<file path="config.mk">
export PLATFORM = sky130hd
export DESIGN_NAME = rvs_regs
export DESIGN_NICKNAME = d
export VERILOG_FILES = /design/src/verilog/rvs_pkg.sv /design/src/verilog/rvs_regs.sv
export SDC_FILE = /design/constraint.sdc
export NUM_CORES = 1
export LEC_CHECK = 0
export ABC_AREA = 1
export BUFFER_PORTS_ARGS = -buffer_cell sky130_fd_sc_hd__buf_2
export CAP_MARGIN = 0
export CORE_ASPECT_RATIO = 0.9
export CORE_UTILIZATION = 45
export DETAILED_ROUTE_END_ITERATION = 10
export PLACE_DENSITY = 0.74
export SLEW_MARGIN = 20
export SYNTH_ARGS = -nofsm -noshare
export SYNTH_HDL_FRONTEND = slang
export SYNTH_SLANG_ARGS = --single-unit
</file>
<file path="constraint.sdc">
create_clock -name clk -period 1.66 [get_ports clk]
set_input_delay 0.083 -clock clk [delete_from_list [all_inputs] [get_ports clk]]
set_output_delay 0.083 -clock clk [all_outputs]
set_load 0.03 [all_outputs]
</file>
<file path="src/verilog/rvs_pkg.sv">
// Package for the rail voltage and sleep register bank
package rvs_pkg;

    // ----------------------------------------------------------------
    // Register offsets
    // ----------------------------------------------------------------
    localparam logic [7:0] RVS_OFF_DECAY = 8'h22;
    localparam logic [7:0] RVS_OFF_VOLT = 8'h23;
    localparam logic [7:0] RVS_OFF_SLEEP = 8'h24;
    localparam logic [7:0] RVS_OFF_CTRL4 = 8'h25;

    // ----------------------------------------------------------------
    // Field positions
    // ----------------------------------------------------------------
    localparam int RVS_CODE_MSB = 7;
    localparam int RVS_CODE_LSB = 1;
    localparam int RVS_BIT0 = 0;
    localparam int RVS_C4_RO_MSB = 7;
    localparam int RVS_C4_RO_LSB = 6;
    localparam int RVS_C4_SLP_MSB = 5;
    localparam int RVS_C4_SLP_LSB = 4;
    localparam int RVS_C4_RSV_MSB = 3;
    localparam int RVS_C4_RSV_LSB = 2;
    localparam int RVS_C4_MODE = 1;
    localparam int RVS_C4_ON = 0;

    // ----------------------------------------------------------------
    // Values and reset state
    // ----------------------------------------------------------------
    localparam logic [1:0] RVS_SLP4_ON = 2'h3;
    localparam logic [1:0] RVS_C4_RO_VAL = 2'h0;
    localparam logic [7:0] RVS_BYTE_RST = 8'h00;
    localparam logic [6:0] RVS_CODE_RST = 7'h00;
    // Sync flops start at the idle high pin level so no false sleep follows reset
    localparam logic [1:0] RVS_SYNC_RST = 2'h3;

    // ----------------------------------------------------------------
    // Carriers
    // ----------------------------------------------------------------
    typedef struct packed {
        logic [7:0] decay;
        logic [7:0] volt;
        logic [7:0] sleep;
        logic [7:0] ctrl4;
        logic third_pin_sel;
        logic fourth_pin_sel;
    } rvs_otp_s;

    typedef struct packed {
        logic wr;
        logic [7:0] addr;
        logic [7:0] wdata;
    } rvs_bus_s;

endpackage

</file>
<file path="src/verilog/rvs_regs.sv">
// Rail voltage, sleep and fourth-rail control register bank
`timescale 1ns/1ps
`default_nettype none

// Notes on behaviour
// - Decay bit: 0 slews down, 1 decays
// - Decay bits 7:1 spare, stored, no effect
// - Voltage bits 7:1 set normal target code
// - Sleep bits 7:1 set sleep target code
// - Sleep pin choice fixed at factory load
// - Sleep enable 0 always uses normal code
// - Enabled: pin low sleep, high normal
// - Fourth-rail register fields and read-only bits
// - Reset values loaded from factory settings
// - Fourth sleep 11 enables, others normal
// - Mode bit: 0 automatic, 1 forced PWM
// - On bit 0 forces rail off
module rvs_regs
(
    input wire logic clk,
    input wire logic rst_n,
    input wire rvs_pkg::rvs_otp_s otp,
    input wire rvs_pkg::rvs_bus_s bus,
    input wire logic first_sleep_pin,
    input wire logic second_sleep_pin,
    output logic [7:0] reg_rdata_q,
    output logic regs_loaded_q,
    output logic [6:0] third_rail_target_code_q,
    output logic third_rail_decay_select_q,
    output logic third_rail_in_sleep_q,
    output logic fourth_rail_use_sleep_code_q,
    output logic fourth_rail_operating_mode_q,
    output logic fourth_rail_on_control_q
);
    import rvs_pkg::*;

    // ----------------------------------------------------------------
    // Storage
    // ----------------------------------------------------------------
    logic [7:0] decay_q;
    logic [7:0] volt_q;
    logic [7:0] sleep_q;
    logic [5:0] ctrl4_q;
    logic third_sel_q;
    logic fourth_sel_q;
    logic [1:0] pin_s1_q;
    logic [1:0] pin_s2_q;

    // ----------------------------------------------------------------
    // Decode
    // ----------------------------------------------------------------
    wire logic wr_ok = bus.wr && regs_loaded_q;
    wire logic wr_decay = wr_ok && (bus.addr == RVS_OFF_DECAY);
    wire logic wr_volt = wr_ok && (bus.addr == RVS_OFF_VOLT);
    wire logic wr_sleep = wr_ok && (bus.addr == RVS_OFF_SLEEP);
    wire logic wr_ctrl4 = wr_ok && (bus.addr == RVS_OFF_CTRL4);
    wire logic [7:0] ctrl4_view = {RVS_C4_RO_VAL, ctrl4_q};
    // Unmapped offsets read as zero
    wire logic [7:0] rdata_d = (bus.addr == RVS_OFF_DECAY) ? decay_q :
                               (bus.addr == RVS_OFF_VOLT) ? volt_q :
                               (bus.addr == RVS_OFF_SLEEP) ? sleep_q :
                               (bus.addr == RVS_OFF_CTRL4) ? ctrl4_view : RVS_BYTE_RST;

    // ----------------------------------------------------------------
    // Target selection
    // ----------------------------------------------------------------
    // Only the second synchroniser stage feeds the select
    wire logic third_pin = third_sel_q ? pin_s2_q[1] : pin_s2_q[0];
    wire logic fourth_pin = fourth_sel_q ? pin_s2_q[1] : pin_s2_q[0];
    // Sleep only when enabled and pin low
    wire logic third_sleep_d = sleep_q[RVS_BIT0] && !third_pin;
    wire logic fourth_sleep_d = (ctrl4_q[RVS_C4_SLP_MSB:RVS_C4_SLP_LSB] == RVS_SLP4_ON) && !fourth_pin;
    // Normal or sleep code to the regulator
    wire logic [6:0] target_d = third_sleep_d ? sleep_q[RVS_CODE_MSB:RVS_CODE_LSB]
                                              : volt_q[RVS_CODE_MSB:RVS_CODE_LSB];

    // ----------------------------------------------------------------
    // Pin synchroniser
    // ----------------------------------------------------------------
    always_ff @(posedge clk or negedge rst_n)
    begin
        if (!rst_n)
        begin
            // Idle high at reset: a low start would fake a sleep request
            pin_s1_q <= RVS_SYNC_RST;
            pin_s2_q <= RVS_SYNC_RST;
        end
        else
        begin
            pin_s1_q <= {second_sleep_pin, first_sleep_pin};
            pin_s2_q <= pin_s1_q;
        end
    end

    // ----------------------------------------------------------------
    // Factory load and register writes
    // ----------------------------------------------------------------
    // Factory values cannot enter the async reset; they load on the first edge after release
    always_ff @(posedge clk or negedge rst_n)
    begin
        if (!rst_n)
        begin
            regs_loaded_q <= 1'b0;
            decay_q <= RVS_BYTE_RST;
            volt_q <= RVS_BYTE_RST;
            sleep_q <= RVS_BYTE_RST;
            ctrl4_q <= RVS_BYTE_RST[5:0];
            third_sel_q <= 1'b0;
            fourth_sel_q <= 1'b0;
        end
        else if (!regs_loaded_q)
        begin
            regs_loaded_q <= 1'b1;
            decay_q <= otp.decay;
            volt_q <= otp.volt;
            sleep_q <= otp.sleep;
            ctrl4_q <= otp.ctrl4[5:0];
            third_sel_q <= otp.third_pin_sel;
            fourth_sel_q <= otp.fourth_pin_sel;
        end
        else
        begin
            if (wr_decay)
                decay_q <= bus.wdata;
            // Bit 0 keeps its factory value
            if (wr_volt)
                volt_q[RVS_CODE_MSB:RVS_CODE_LSB] <= bus.wdata[RVS_CODE_MSB:RVS_CODE_LSB];
            if (wr_sleep)
                sleep_q <= bus.wdata;
            // Bits 7:6 not stored; bits 3:2 stored as written
            if (wr_ctrl4)
                ctrl4_q <= bus.wdata[5:0];
        end
    end

    // ----------------------------------------------------------------
    // Outputs
    // ----------------------------------------------------------------
    always_ff @(posedge clk or negedge rst_n)
    begin
        if (!rst_n)
        begin
            reg_rdata_q <= RVS_BYTE_RST;
            third_rail_target_code_q <= RVS_CODE_RST;
            third_rail_decay_select_q <= 1'b0;
            third_rail_in_sleep_q <= 1'b0;
            fourth_rail_use_sleep_code_q <= 1'b0;
            fourth_rail_operating_mode_q <= 1'b0;
            fourth_rail_on_control_q <= 1'b0;
        end
        else
        begin
            reg_rdata_q <= rdata_d;
            third_rail_target_code_q <= target_d;
            // Decay select straight from bit 0
            third_rail_decay_select_q <= decay_q[RVS_BIT0];
            third_rail_in_sleep_q <= third_sleep_d;
            fourth_rail_use_sleep_code_q <= fourth_sleep_d;
            fourth_rail_operating_mode_q <= ctrl4_q[RVS_C4_MODE];
            fourth_rail_on_control_q <= ctrl4_q[RVS_C4_ON] && regs_loaded_q;
        end
    end
endmodule

`default_nettype wire
</file>
==> run_results.csv <==
group,metric,value,unit
global_route,grt_pass1_wl,10880,µm
power_and_ir_drop,peakVddDrop,0.0006022,V
sta,rsz0062_at_grt,"false",
floorplanning,row_count,26,
placement,dpl.hpwl,4701,µm
floorplanning,die_x,84.01,µm
clocking,cts_buffer_depth,2,
min_path,hold_path.class,"in -> reg",
synthesis,synth_top_area_share,48.69,%
synthesis,yosys_warnings,0,
sta,fin_worst_skew,0.006253,ns
critical_path,critPathLaunch,"pin_s2_q[0]",
synthesis,netlist_top_cells_count,"nand2_1, nand3_1, dfrtp_1",
critical_path,worstSetupPathType,"reg -> reg",
floorplanning,dieArea,6369,µm²
clocking,cts_tree,"done",
global_route,grt.total_usage,22.95,%
routing,avgViaCountPerCell,5.014,
placement,dp.cells,466,
clocking,cts_resized,0,
synthesis,ys.flop_type,"dfrtp_1",
critical_path,required,1.88,ns
critical_path,endpoint_kind,"register",
clocking,path_clk_slew,0.06,ns
synthesis,postSynthNetCount,384,
synthesis,synth_area_leaders,"dfrtp_1, nand2_1, nand3_1, dfstp_2, nand3_4",
clocking,cts_buffers,9,
min_path,worstHoldStart,"otp[19]",
synthesis,yosys_register_bits,57,
power_and_ir_drop,power_density,991.8,nW/µm²
outcome,outcome,"finished with violations",
synthesis,async_flop_share,100.0,%
synthesis,syn_area_per_cell,8.279,µm²
sta,fin_crit_sh,82.64,%
synthesis,synth-edff-count,0,
sta,slew_violations,0,
global_route,grt_pass1_vias,2293,
global_route,antenna_found_initial,0,
sta,finalSetupTns,0,ns
critical_path,r2r_slack,0.29,ns
synthesis,ys_seq_area_share,52.55,%
power_and_ir_drop,p_leak,1.925,nW
routing,drt.antenna.violating_nets,0,
synthesis,synth_most_common_cell,"nand2_1",
sta,finalHoldViolCount,0,
floorplanning,ios,76,
clocking,h-tree-depth,3,
routing,dr.pass1.iters,8,
synthesis,synth_cell_types,22,
routing,wire_per_inst,13.28,µm
final_layout,nets,468,
clocking,clkLatencyLatePin,0.33,ns
critical_path,arrival,1.59,ns
final_layout,layout-drive-gt1-share,27.99,%
synthesis,synth_top_cell_by_area,"dfrtp_1",
synthesis,synth_cells,329,
final_layout,area_growth,25.72,%
sta,max_freq,729.0,MHz
run,drv_cap,0,
placement,gp_congestion,0.8254,
clocking,root_buffer,"clkbuf_8",
sta,finalSetupViolations,0,
routing,routed_wl,6482,µm
critical_path,crit_fanout,8,
floorplanning,die_h,75.81,µm
final_layout,layout.cells.non_filler,488,
global_route,grt_max_degree,58,
floorplanning,core,5758,µm²
routing,drt_iter0_markers,209,
outcome,violations,"DRC",
routing,drc,6,
sta,finalCriticalPeriod,1.372,ns
placement,numPortBuffers,73,
critical_path,start_kind,"register",
routing,vias,2447,
synthesis,syn-cell-area,2724,µm²
final_layout,diodes,0,
floorplanning,initial_core_util,47.31,%
clocking,clock_sinks,57,
critical_path,reg2reg_from,"pin_s2_q[0]",
global_route,grt_overflow,0,
[cells by family (layout without fill, tap and decap cells)]
family | after synthesis | in the layout | synth area share, %
AND/OR/NAND/NOR | 247 | 247 | 42.63
flip-flops | 57 | 57 | 52.55
buffers and inverters | 22 | 111 | 4.226
AO/OA/AOI/OAI | 2 | 2 | 0.4593
other | 1 | 1 | 0.1377
[path summary, 6_finish.rpt]
path	cells past startpoint	end
worst min register to register	0	pin_s2_q[0]
worst max-delay path	6	third_rail_target_code_q[0]
worst max register to register	6	third_rail_target_code_q[0]
min in group asynchronous	3	ctrl4_q[4]
max in group asynchronous	3	pin_s2_q[0]
worst min-delay path	5	volt_q[1]
[cells in the final DEF (no fill, tap or decap), drive strengths merged]
cell         instances
dlygate4sd3          6
buf                 78
nand2              170
nor2                 5
conb                 1
inv                 11
o211ai               1
dfrtp               53
nand3               64
and2                 1
or2                  1
a21oi                1
bufinv               1
clkinv               2
clkbuf              13
nand4                6
dfstp                4
[metrics by stage]
stage | cell area [µm²] | total power, W | utilization, % | setup slack [ns] | hold slack (ns)
4_1_cts | 3425 | 0.003424 | 59.47 | 0.2874 | 0.02618
6_report | 3425 | 0.003396 | 59.47 | 0.2882 | 0.03805
2_1_floorplan | 2724 | 0.001907 | - | 0.3805 | -0.2126
3_5_place_dp | 3166 | 0.002124 | 54.98 | 0.2833 | 0.1069
3_3_place_gp | 3166 | 0.002109 | 54.98 | 0.3343 | 0.1034
5_1_grt | 3425 | 0.003571 | 59.47 | 0.1883 | 0.04480
[worst max-delay path, stage by stage (launching register included)]
cell and delay (ns):
dfstp_2 0.51, inv_1 0.04, or2_2 0.28, nand3_2 0.18, inv_2 0.12, nand2_1 0.08
nand2_1 0.05
[cell type report]
cell class                 instances  area [µm²]
clock buffer                      13       158.9
clock inverter                     3       40.04
fill                             519        2333
inverter                          11       41.29
multi-input combinational        250        1177
sequential                        57        1431
tap                               70       87.58
timing repair buffer              84       488.0
[sequential cells by signal (all words and copies together), names as in the netlist, 2 cells and up]
name,cells
volt_q,8
pin_s1_q,2
ctrl4_q,6
third_rail_target_code_q,7
decay_q,8
reg_rdata_q,8
pin_s2_q,2
sleep_q,8
[timing repair]
| action | 4_1_cts | 5_1_grt |
|---|---|---|
| hold buffers | 6 | 0 |
| setup buffers | 0 | 0 |
| endpoints found under the hold margin | 58 | 0 |
[per-layer routing]
layer  vias to the layer above  track usage (%)  share of wire (%)
met4                         0            6.705               0.74
li1                       1224                -                  -
met5                         -                0                  0
met1                      1119            30.93                 46
met3                         6            6.609                7.8
met2                        98            36.79                 45
[power by group]
part / internal, W / switching (W) / total, W
clock network: 0.000771 / 0.000513 / 0.00128
logic: 0.000182 / 0.000324 / 0.000506
registers: 0.00152 / 0.0000893 / 0.00161
Note: power is estimated with default switching activity, not from simulation.
